==> src/logic/ast_pkg.sv <==
package ast_pkg;
   localparam int CLK_PERIOD_NS = 10;
   localparam int DATA_W = 8;
   localparam int FIFO_DEPTH = 16;
   // Oversampling ratio of both serial clocks
   localparam int OVERSAMPLE = 16;
   localparam logic [4:0] HALF_BIT_CNT = 5'h07;
   localparam logic [4:0] FULL_BIT_CNT = 5'h0F;
   localparam logic [4:0] HALF_STOP_CNT = 5'h07;
   // Delay from falling edge of master reset to shift-empty high
   localparam int MR_DELAY_CYCLES = 18;
   localparam logic [4:0] MR_DELAY = 5'h12;
   localparam logic [4:0] CTRL_RESET = 5'h00;
   localparam int CW_LEN0_POS = 0;
   localparam int CW_LEN1_POS = 1;
   localparam int CW_PI_POS = 2;
   localparam int CW_EVEN_POS = 3;
   localparam int CW_STOP_POS = 4;

   typedef struct packed
   {
      logic stopSel;
      logic evenPar;
      logic parInhibit;
      logic [1:0] lenSel;
   } ast_ctrl_t;

   typedef struct packed
   {
      logic parityError;
      logic framingError;
      logic overrunError;
      logic rxDataReady;
      logic txHoldEmpty;
   } ast_status_t;
endpackage

==> src/logic/ast_fifo.sv <==
`timescale 1ns/1ps
module ast_fifo #(
   parameter int WIDTH = 8,
   parameter int DEPTH = 16
) (
   input wire logic clk,
   input wire logic sys_rst,
   input wire logic inValid,
   output logic inReady,
   input wire logic [WIDTH-1:0] inData,
   output logic outValid,
   input wire logic outReady,
   output logic [WIDTH-1:0] outData
);
   localparam int AW = $clog2(DEPTH);
   logic [WIDTH-1:0] mem [DEPTH];
   logic [AW:0] wrPtr;
   logic [AW:0] rdPtr;
   logic [AW:0] used;

   assign used = wrPtr - rdPtr;
   assign inReady = (used < (AW+1)'(DEPTH));
   assign outValid = (used != '0);
   assign outData = mem[rdPtr[AW-1:0]];

   always_ff @(posedge clk)
   begin
      if (sys_rst)
         wrPtr <= '0;
      else if (inValid && inReady)
      begin
         mem[wrPtr[AW-1:0]] <= inData;
         wrPtr <= wrPtr + 1'b1;
      end
   end

   always_ff @(posedge clk)
   begin
      if (sys_rst)
         rdPtr <= '0;
      else if (outValid && outReady)
         rdPtr <= rdPtr + 1'b1;
   end
endmodule

==> src/logic/async_serial_transceiver.sv <==
`timescale 1ns/1ps
// Functional notes
// - Length selects give 5, 6, 7, 8 bits
// - Parity inhibit drops parity, holds error low
// - Stop select: 1.5 for 5-bit, else 2
// - Control follows while strobe high, latched falling
// - Holding outputs float when disable high
// - Short characters right justified to bit one
// - Parity error on parity mismatch
// - Framing error on bad first stop bit
// - Overrun when ready still set at transfer
// - Status disable floats the five flags
// - Receiver samples on 16x receive clock
// - Low clear input drops data ready
// - Data ready set after holding transfer
// - Reset clears flags; shift-empty after 18 cycles
// - Reset keeps receive holding contents
// - Hold empty once passed to shift register; code raises it once passed to the FIFO with room left
// - Low load strobe captures transmit data
// - Load rising edge starts transfer, back to back
// - Shift empty only after stop bits done
// - Start, data, parity, stop shifted serially
// - Unused upper transmit inputs ignored
// - Even select chooses even, else odd parity
// - Transmitter shifts on 16x transmit clock
// - Start centre count 7.5, resume mid stop
module async_serial_transceiver
   import ast_pkg::*;
#(
   parameter int FIFO_W = ast_pkg::DATA_W,
   parameter int FIFO_D = ast_pkg::FIFO_DEPTH
) (
   input wire logic clk,
   input wire logic sys_rst,
   input wire logic master_reset,
   input wire logic ctrl_word_load,
   input wire logic char_len_sel0,
   input wire logic char_len_sel1,
   input wire logic parity_inhibit,
   input wire logic even_parity_sel,
   input wire logic stop_bits_sel,
   input wire logic rx_clk_16x,
   input wire logic tx_clk_16x,
   input wire logic rx_serial_in,
   input wire logic rx_ready_clear_n,
   input wire logic rx_hold_out_disable,
   input wire logic status_out_disable,
   input wire logic tx_hold_load_n,
   input wire logic [7:0] tx_hold_in,
   output logic [7:0] rx_hold_out,
   output logic rx_hold_out_oe_n,
   output ast_pkg::ast_status_t status,
   output logic status_oe_n,
   output logic tx_shift_empty,
   output logic tx_serial_out
);
   import ast_pkg::*;

   typedef enum {RX_IDLE, RX_START, RX_DATA, RX_PAR, RX_STOP} ast_rx_state_t;
   typedef enum {TX_IDLE, TX_START, TX_DATA, TX_PAR, TX_STOP} ast_tx_state_t;

   ast_ctrl_t ctrl;
   ast_ctrl_t ctrlIn;
   logic [3:0] charLen;
   logic rxPrev;
   logic txPrev;
   logic rxTick;
   logic txTick;
   logic loadPrev;
   logic [4:0] mrCount;
   logic mrPrev;

   assign ctrlIn = '{stopSel: stop_bits_sel, evenPar: even_parity_sel,
                     parInhibit: parity_inhibit, lenSel: {char_len_sel1, char_len_sel0}};
   assign charLen = 4'h5 + {2'h0, ctrl.lenSel};

   always_ff @(posedge clk)
   begin
      if (sys_rst)
         ctrl <= CTRL_RESET;
      else if (ctrl_word_load)
         ctrl <= ctrlIn;
   end

   // Edge detect on the 16x clocks, sampled as ordinary inputs
   always_ff @(posedge clk)
   begin
      if (sys_rst)
      begin
         rxPrev <= 1'b0;
         txPrev <= 1'b0;
         loadPrev <= 1'b1;
         mrPrev <= 1'b0;
      end
      else
      begin
         rxPrev <= rx_clk_16x;
         txPrev <= tx_clk_16x;
         loadPrev <= tx_hold_load_n;
         mrPrev <= master_reset;
      end
   end
   assign rxTick = rx_clk_16x && !rxPrev;
   assign txTick = tx_clk_16x && !txPrev;

   // Transmit holding buffer through the FIFO
   logic [7:0] holdData;
   logic holdValid;
   logic holdReady;
   logic loadRise;
   logic [7:0] txMasked;
   logic fifoInReady;
   logic fifoOutValid;
   logic fifoOutReady;
   logic [FIFO_W-1:0] fifoOutData;

   always_comb
   begin
      txMasked = tx_hold_in;
      for (int i = 5; i < 8; i++)
         if (i >= int'(charLen))
            txMasked[i] = 1'b0;
   end

   always_ff @(posedge clk)
   begin
      if (sys_rst)
         holdData <= 8'h00;
      else if (!tx_hold_load_n)
         holdData <= txMasked;
   end
   assign loadRise = tx_hold_load_n && !loadPrev;

   always_ff @(posedge clk)
   begin
      if (sys_rst || master_reset)
         holdValid <= 1'b0;
      else if (loadRise)
         holdValid <= 1'b1;
      else if (holdReady)
         holdValid <= 1'b0;
   end

   ast_fifo #(.WIDTH(FIFO_W), .DEPTH(FIFO_D)) txFifo (
      .clk(clk),
      .sys_rst(sys_rst || master_reset),
      .inValid(holdValid),
      .inReady(fifoInReady),
      .inData(FIFO_W'(holdData)),
      .outValid(fifoOutValid),
      .outReady(fifoOutReady),
      .outData(fifoOutData)
   );
   assign holdReady = fifoInReady;

   // Transmitter
   ast_tx_state_t txState;
   logic [7:0] txShift;
   logic [3:0] txBit;
   logic [4:0] txPhase;
   logic txParity;
   logic [4:0] txStopLen;
   logic txStopHalf;
   logic mrDone;

   assign txStopHalf = ctrl.stopSel && (ctrl.lenSel == 2'b00);
   assign fifoOutReady = (txState == TX_IDLE) && mrDone;

   always_ff @(posedge clk)
   begin
      if (sys_rst)
         mrCount <= 5'h00;
      else if (master_reset)
         mrCount <= 5'h00;
      else if (mrCount != MR_DELAY)
         mrCount <= mrCount + 5'h01;
   end
   assign mrDone = (mrCount == MR_DELAY);

   always_ff @(posedge clk)
   begin
      if (sys_rst || master_reset)
      begin
         txState <= TX_IDLE;
         txShift <= 8'h00;
         txBit <= 4'h0;
         txPhase <= 5'h00;
         txParity <= 1'b0;
         txStopLen <= 5'h00;
         tx_serial_out <= 1'b1;
      end
      else
         case (txState)
            TX_IDLE:
            begin
               tx_serial_out <= 1'b1;
               if (fifoOutValid && mrDone)
               begin
                  txShift <= fifoOutData[7:0];
                  txParity <= ^fifoOutData[7:0] ^ ~ctrl.evenPar;
                  txPhase <= 5'h00;
                  txState <= TX_START;
                  tx_serial_out <= 1'b0;
               end
            end
            TX_START:
               if (txTick)
               begin
                  txPhase <= txPhase + 5'h01;
                  if (txPhase == FULL_BIT_CNT)
                  begin
                     txPhase <= 5'h00;
                     txBit <= 4'h0;
                     tx_serial_out <= txShift[0];
                     txShift <= {1'b0, txShift[7:1]};
                     txState <= TX_DATA;
                  end
               end
            TX_DATA:
               if (txTick)
               begin
                  txPhase <= txPhase + 5'h01;
                  if (txPhase == FULL_BIT_CNT)
                  begin
                     txPhase <= 5'h00;
                     txBit <= txBit + 4'h1;
                     if (txBit + 4'h1 == charLen)
                     begin
                        txStopLen <= ctrl.stopSel ? (txStopHalf ? 5'h17 : 5'h1F) : FULL_BIT_CNT;
                        if (ctrl.parInhibit)
                        begin
                           tx_serial_out <= 1'b1;
                           txState <= TX_STOP;
                        end
                        else
                        begin
                           tx_serial_out <= txParity;
                           txState <= TX_PAR;
                        end
                     end
                     else
                     begin
                        tx_serial_out <= txShift[0];
                        txShift <= {1'b0, txShift[7:1]};
                     end
                  end
               end
            TX_PAR:
               if (txTick)
               begin
                  txPhase <= txPhase + 5'h01;
                  if (txPhase == FULL_BIT_CNT)
                  begin
                     txPhase <= 5'h00;
                     tx_serial_out <= 1'b1;
                     txState <= TX_STOP;
                  end
               end
            TX_STOP:
               if (txTick)
               begin
                  txPhase <= txPhase + 5'h01;
                  if (txPhase == txStopLen)
                     txState <= TX_IDLE;
               end
            default: txState <= TX_IDLE;
         endcase
   end
   assign tx_shift_empty = (txState == TX_IDLE) && !fifoOutValid && mrDone;

   // Receiver
   ast_rx_state_t rxState;
   logic [7:0] rxShift;
   logic [3:0] rxBit;
   logic [4:0] rxPhase;
   logic rxParity;
   logic [7:0] rxHold;
   logic rxDone;
   logic rxParErr;
   logic rxFrameErr;
   logic flagPar, flagFrame, flagOver, flagReady, flagHoldEmpty;

   always_ff @(posedge clk)
   begin
      if (sys_rst || master_reset)
      begin
         rxState <= RX_IDLE;
         rxShift <= 8'h00;
         rxBit <= 4'h0;
         rxPhase <= 5'h00;
         rxParity <= 1'b0;
      end
      else if (rxTick)
         case (rxState)
            RX_IDLE:
               if (!rx_serial_in)
               begin
                  rxPhase <= 5'h00;
                  rxState <= RX_START;
               end
            RX_START:
            begin
               rxPhase <= rxPhase + 5'h01;
               if (rxPhase == HALF_BIT_CNT)
               begin
                  rxPhase <= 5'h00;
                  rxBit <= 4'h0;
                  rxShift <= 8'h00;
                  rxState <= rx_serial_in ? RX_IDLE : RX_DATA;
               end
            end
            RX_DATA:
            begin
               rxPhase <= rxPhase + 5'h01;
               if (rxPhase == FULL_BIT_CNT)
               begin
                  rxPhase <= 5'h00;
                  rxShift[rxBit[2:0]] <= rx_serial_in;
                  rxBit <= rxBit + 4'h1;
                  if (rxBit + 4'h1 == charLen)
                     rxState <= ctrl.parInhibit ? RX_STOP : RX_PAR;
               end
            end
            RX_PAR:
            begin
               rxPhase <= rxPhase + 5'h01;
               if (rxPhase == FULL_BIT_CNT)
               begin
                  rxPhase <= 5'h00;
                  rxParity <= rx_serial_in;
                  rxState <= RX_STOP;
               end
            end
            RX_STOP:
            begin
               rxPhase <= rxPhase + 5'h01;
               if (rxPhase == FULL_BIT_CNT)
                  rxState <= RX_IDLE;
            end
            default: rxState <= RX_IDLE;
         endcase
   end
   assign rxDone = rxTick && (rxState == RX_STOP) && (rxPhase == FULL_BIT_CNT);
   assign rxFrameErr = !rx_serial_in;
   // Even parity wants an even count of ones over data and parity, odd wants odd
   assign rxParErr = !ctrl.parInhibit && ((^rxShift ^ rxParity) == ctrl.evenPar);

   always_ff @(posedge clk)
   begin
      if (sys_rst)
         rxHold <= 8'h00;
      else if (rxDone && !master_reset)
         rxHold <= rxShift;
   end

   always_ff @(posedge clk)
   begin
      if (sys_rst || master_reset)
      begin
         flagPar <= 1'b0;
         flagFrame <= 1'b0;
         flagOver <= 1'b0;
      end
      else if (rxDone)
      begin
         flagPar <= rxParErr;
         flagFrame <= rxFrameErr;
         flagOver <= flagReady;
      end
   end

   // Set wins over the clear input
   always_ff @(posedge clk)
   begin
      if (sys_rst || master_reset)
         flagReady <= 1'b0;
      else if (rxDone)
         flagReady <= 1'b1;
      else if (!rx_ready_clear_n)
         flagReady <= 1'b0;
   end

   assign flagHoldEmpty = !holdValid && fifoInReady;
   assign status = '{parityError: flagPar, framingError: flagFrame, overrunError: flagOver,
                     rxDataReady: flagReady, txHoldEmpty: flagHoldEmpty};
   assign status_oe_n = status_out_disable;
   assign rx_hold_out = rxHold;
   assign rx_hold_out_oe_n = rx_hold_out_disable;
endmodule

==> config.mk <==
export PLATFORM = sky130hd
export DESIGN_NAME = async_serial_transceiver
export DESIGN_NICKNAME = d
export VERILOG_FILES = /design/src/logic/ast_pkg.sv /design/src/logic/ast_fifo.sv /design/src/logic/async_serial_transceiver.sv
export SDC_FILE = /design/constraint.sdc
export NUM_CORES = 1
export LEC_CHECK = 0
export ABC_CLOCK_PERIOD_IN_PS = 3000
export BUFFER_PORTS_ARGS = -buffer_cell sky130_fd_sc_hd__buf_2
export CAP_MARGIN = 20
export CORE_MARGIN = 4
export CORE_UTILIZATION = 56
export DETAILED_ROUTE_END_ITERATION = 12
export PLACE_DENSITY = 0.84
export SYNTH_ARGS = -nofsm -noshare
export SYNTH_HDL_FRONTEND = slang
export SYNTH_SLANG_ARGS = --single-unit
==> constraint.sdc <==
create_clock -name clk -period 3 [get_ports clk]
set_input_delay 0.6 -clock clk [delete_from_list [all_inputs] [get_ports clk]]
set_output_delay 0.6 -clock clk [all_outputs]
set_load 0.01 [all_outputs]
## Word level (Yosys, flattened, before mapping)

Memories as Yosys holds them, arrays and structs flattened. A register that Yosys moved wholly into a read port is not among the register bits.
Index checks and enable logic that the tools add are counted.

- $lt $le $gt $ge: 6
- Add/subtract/negate cells: 9
- Reductions and logical operators: 53
- Bitwise gates (word level): 3
- Equal/unequal tests: 37
- Multiplexer cells: 74

Operator list:

| operator | count |
|---|---|
| $mux 32 | 16 |
| $pmux 32 s5 | 2 |
| $eq 32x2->1 const B | 4 |
| $logic_not 32->1 | 3 |
| $eq 32x1->1 const B | 2 |
| $eq 32x3->1 const B | 2 |
| $mux 8 | 8 |
| $mux 5 | 8 |
| $mux 4 | 9 |
| $ne 2x2->1 const B | 17 |
| $eq 32x4->1 const B | 1 |
| $add 5x1->5 const B | 5 |
| $pmux 8 s3 | 1 |
| $reduce_and 7->1 | 3 |
| $mux 1 | 20 |
| $pmux 5 s4 | 1 |
| $logic_and 1x1->1 | 16 |
| $pmux 4 s2 | 2 |
| $pmux 8 s2 | 1 |
| $reduce_xor 8->1 | 2 |
| $pmux 5 s3 | 1 |
| $ge 3x4->1 const A | 3 |
| $reduce_and 4->1 | 3 |
| $eq 5x4->1 const B | 2 |
| other kinds (33) | 50 |

- Bits in registers: 150
- Bits of input ports: 24
- Output and inout port bits: 17
- Logic and storage cells: 212
- Bits in writable memories: 128
- Memories kept: 1

Memory list:

| memory | words | width | rd ports | clocked after memory_dff | wr ports | line | source |
|---|---|---|---|---|---|---|---|
| txFifo.mem | 16 | 8 | 1 | 1 | 1 | ast_fifo.sv:16 | `logic [WIDTH-1:0] mem [DEPTH];` |

## Longest topological paths before layout

- Depth in word-level cells: 7
- Mapped depth: 12
- Depth with buffers taken out: 11

## Hierarchy

Synthesis repeated with hierarchy kept, for this count alone.

- Cells, all modules: 814
- Area total of the unflattened synthesis: 10127.2 um^2

By module, submodules not included:

| module | area each (um^2) | seq. area each (um^2) | times used | cells each |
|---|---|---|---|---|
| ast_fifo | 5799.3 | 4124.0 | 1 | 295 |
| async_serial_transceiver | 4327.9 | 1601.5 | 1 | 519 |

## Worst setup path before layout

No wires, ideal clock.

- Path type: reg2reg
- Start point: register txFifo.rdPtr[1]
- End point: memory txFifo.mem[0][0], enable pin
- Buffers on the path: 0
- Required time: 2.617 ns
- Slack: 0.164 ns
- Arrival time: 2.453 ns
- Stages on the path, launching flop included: 10
- Library setup time: 0.383 ns
- Period minus slack after synthesis: 2.836 ns
- Cells stage by stage: dfxtp_1 -> inv_1 -> ha_1 -> nor2b_1 -> o21a_1 -> o21a_1 -> nor3_1 -> or2_2 -> nand4_1 -> nor3_1

- Longest elaborated chain between the ends: 6

Ends and longest elaborated chain:

| what | line | source |
|---|---|---|
| start: declaration | ast_fifo.sv:18 | `logic [AW:0] rdPtr;` |
| start signal: assignment | ast_fifo.sv:42 | `rdPtr <= rdPtr + 1'b1;` |
| $sub 5x5->5 | ast_fifo.sv:21 | `assign used = wrPtr - rdPtr;` |
| $lt 5x5->1 | ast_fifo.sv:22 | `assign inReady = (used < (AW+1)'(DEPTH));` |
| $logic_and 1x1->1 | ast_fifo.sv:30 | `else if (inValid && inReady)` |
| $mux 1 | ast_fifo.sv:30 |  |
| $mux 1 | ast_fifo.sv:28 | `if (sys_rst)` |
| $mux 1 (implied by the code) | ast_fifo.sv:32 | `mem[wrPtr[AW-1:0]] <= inData;` |
| end: declaration | ast_fifo.sv:16 |  |

No other way between the ends.

==> impl_metrics.tcl <==
set metrics [dict create \
    grt_antenna_before_repair 0 \
    finClkSkew_ps 15.0 \
    track_usage_pct 23.1 \
    start_util_pct 57.1 \
    grt_setup_unrepaired "false" \
    worst_setup_hold_path_clk_slew_ps 60 \
    crit_cells 8 \
    whs_endpoint "holdData[4]" \
    final_cell_area_um2 11000 \
    max_freq_ghz 0.346 \
    fp.dieW_um 141 \
    nets 894 \
    critical_path.top_delay_family "compound AO/OA/AOI/OAI gates" \
    crit_arrival_ps 2290 \
    criticalPathCategory "reg2out" \
    reg2reg_depth 11 \
    p_int_mw 4.69 \
    met1Wirelength_um 8680 \
    syn-instance-count 804 \
    synth_area_um2 9850 \
    swShare_pct 20.7 \
    hold_viol 0 \
    grt_max_degree 26 \
    synth_edf_count 128 \
    cts_tree "built" \
    path_cells "ha_4 -> nor2b_1 -> o21a_1 -> o21a_1 -> o21a_2 -> nor2_4 -> nor2_1 -> buf_2" \
    post-route-period-util_pct 96.3 \
    critPathMaxStageDelay_ps 370 \
    antenna_left 0 \
    grt_pass1_vias 6601 \
    overflow 0 \
    slew_headroom_pct 58.4 \
    worstMarginPinSlew_ps 622 \
    routed_via_density 6.15 \
    diodes 0 \
    cts_max_path_buffers 3 \
    yosys.area.top_type "edfxtp_1" \
    root_buffer "clkbuf_16" \
    ys_top_cells_by_count "edfxtp_1, dfxtp_1, nor2_1" \
    end_kind "output port" \
    dpl.hpwl_um 15100 \
    setup_viol 0 \
    fin_util_pct 64.0 \
    gp_congestion 0.835 \
    port-buffer-count 36 \
    ys_seq_area_share_pct 58.1 \
    dpl-instance-area_um2 10300 \
    startpoint "txFifo.wrPtr[1]" \
    timing.rr.start "txFifo.wrPtr[1]" \
    p_clk_share_pct 42.9 \
    topRoutingLayerUsed "met4" \
    cp_max_fo 6 \
    p_seq_share_pct 55.1 \
    ys.flop_type "edfxtp_1" \
    via_count 6692 \
    min_delay_path_depth 3 \
    synth_nets 851 \
    r2r_setup_slack_ps 180 \
    setup-tns-final_ps 0 \
    synth_seq_cells 222 \
    start_kind "register" \
    clk_latency_ps 500 \
    routedWlPerCell_um 20.7 \
    vdd_drop_max_v 0.000576 \
    fp.dieH_um 141 \
    yosys-top-cells-area "edfxtp_1, dfxtp_1, mux4_2, nor2_1, ha_1" \
    hold_start "tx_hold_in[4]" \
    route.met2.wl_um 11000 \
    cp_num_buf_inv 1 \
    slew_violations 0 \
    drt_iter0_markers 689 \
    yosysTopAreaCellShare_pct 39.0 \
    regToRegEndpoint "txFifo.mem[12][5]" \
    die_area_um2 19800 \
    cts-htree-levels 1 \
    p_leak_nw 3.83 \
    slowest_stage "dfxtp_4" \
    required_ps 2400 \
    rows 48 \
    core_um2 17200 \
    hp-class "in2reg" \
    cts_buffers 22 \
    p_switching_mw 1.22 \
    yosysMostFrequentCell "edfxtp_1" \
    ys_warn_count 0 \
    area_growth_pct 12.0 \
    power_density_nw_per_um2 536 \
    clock_sinks 222 \
    final.min_clock_period_ps 2890 \
    pwr-share-comb_pct 2.1 \
    drive_gt1_share_pct 18.3 \
    firstDrtPassIters 5 \
    critPathMostFrequentCell "o21a_1" \
    async_flop_share_pct 0 \
    synthDistinctLibCells 58 \
    detail_route.wirelength_um 22500 \
    grt_pass1_wl_um 36400 \
    cap_violations 0 \
    io_pins 41 \
    ctsHoldBuffers 0 \
    status "complete, no violations" \
    avgSynthCellArea_um2 12.2 \
    wl_met3_um 2000 \
    drc 0 \
]
[what timing repair did]
action,CTS,global route
buffers inserted,3,0
setup endpoints to repair,2,42
pin swaps,5,1
gates resized for setup,10,3
[worst reg2reg max path: stages (launching register included)]
cell     delay [ps]
dfxtp_4         370
ha_4            240
nor2b_1         120
o21a_1          190
o21a_1          230
nor3_4          190
buf_4           150
buf_4           110
or2_2           170
nand4_1         240
nor2_1          270
buf_4           250
[power groups by stage]
| stage | combinational [mW] | clock [mW] | sequential [mW] |
|---|---|---|---|
| after global routing | 0.135 | 2.71 | 3.26 |
| after detailed placement | 0.120 | 0 | 3.32 |
| final | 0.122 | 2.54 | 3.26 |
| after floorplan | 0.0815 | 0 | 3.31 |
| after CTS | 0.122 | 2.57 | 3.26 |
| after global placement | 0.116 | 0 | 3.32 |
[state kept, by name, summed over array words and instances, names as in the netlist, 3 cells and up, named ones only]
register      count
holdData          8
rxPhase           5
rx_hold_out       8
rxState           3
txShift           8
txFifo.wrPtr      5
rxShift           8
txFifo.mem      128
txBit             4
txPhase           5
txState           3
mrCount           5
ctrl              5
txStopLen         3
txFifo.rdPtr      5
rxBit             4
[logic make-up after synthesis]
family | after synthesis | share of synthesized area (%)
compound gates | 132 | 8.53
xor+xnor | 36 | 3.35
fa+ha+maj | 23 | 2.92
buf+inv | 70 | 3.33
flops | 222 | 58.1
mux | 71 | 11.9
simple gates | 250 | 11.8
[cell type report]
class / instances / area, um^2
inverter: 20 / 75.1
sequential: 222 / 5730
tap: 225 / 282
multi-input combinational: 512 / 3830
fill: 1143 / 6200
timing repair buffer: 69 / 440
clock buffer: 31 / 604
clock inverter: 9 / 65.1
[worst max-delay path by stage]
stage                             endpoint  slack [ps]
final                            status[0]         110
after global routing              txParity          20
after CTS                   tx_shift_empty          30
after detailed placement          txParity         210
after global placement            txParity         390
after floorplan           txFifo.mem[0][0]         160
[through the flow]
stage	power (mW)	hold slack [ps]	instances	worst slack (ps)
floorplan	3.39	435	804	164
global placement	3.44	441	1045	387
detailed placement	3.44	445	1045	214
CTS	5.95	316	1088	26.8
global route	6.10	329	1088	16.0
finish	5.91	326	1088	110
[layer usage]
metal / track usage, % / vias up
met5: 0 / -
met2: 38.7 / 398
met3: 3.26 / 61
met4: 8.41 / 0
met1: 31.1 / 3185
li1: - / 3048
[cell usage in the layout, fill, tap and decap left out, types with 21 or more instances in the layout]
cell       Yosys  final
xnor2_1       24     24
ha_1          23     22
buf_2          4     36
dfxtp_1       94     89
buf_4          8     32
mux4_2        35     35
nand2_1       63     63
mux2i_1       28     28
edfxtp_1     128    128
nor2_1        87     86
a21oi_1       45     45
clkbuf_16      0     22
o21ai_0       21     21
(Power assumes the default switching activity.)
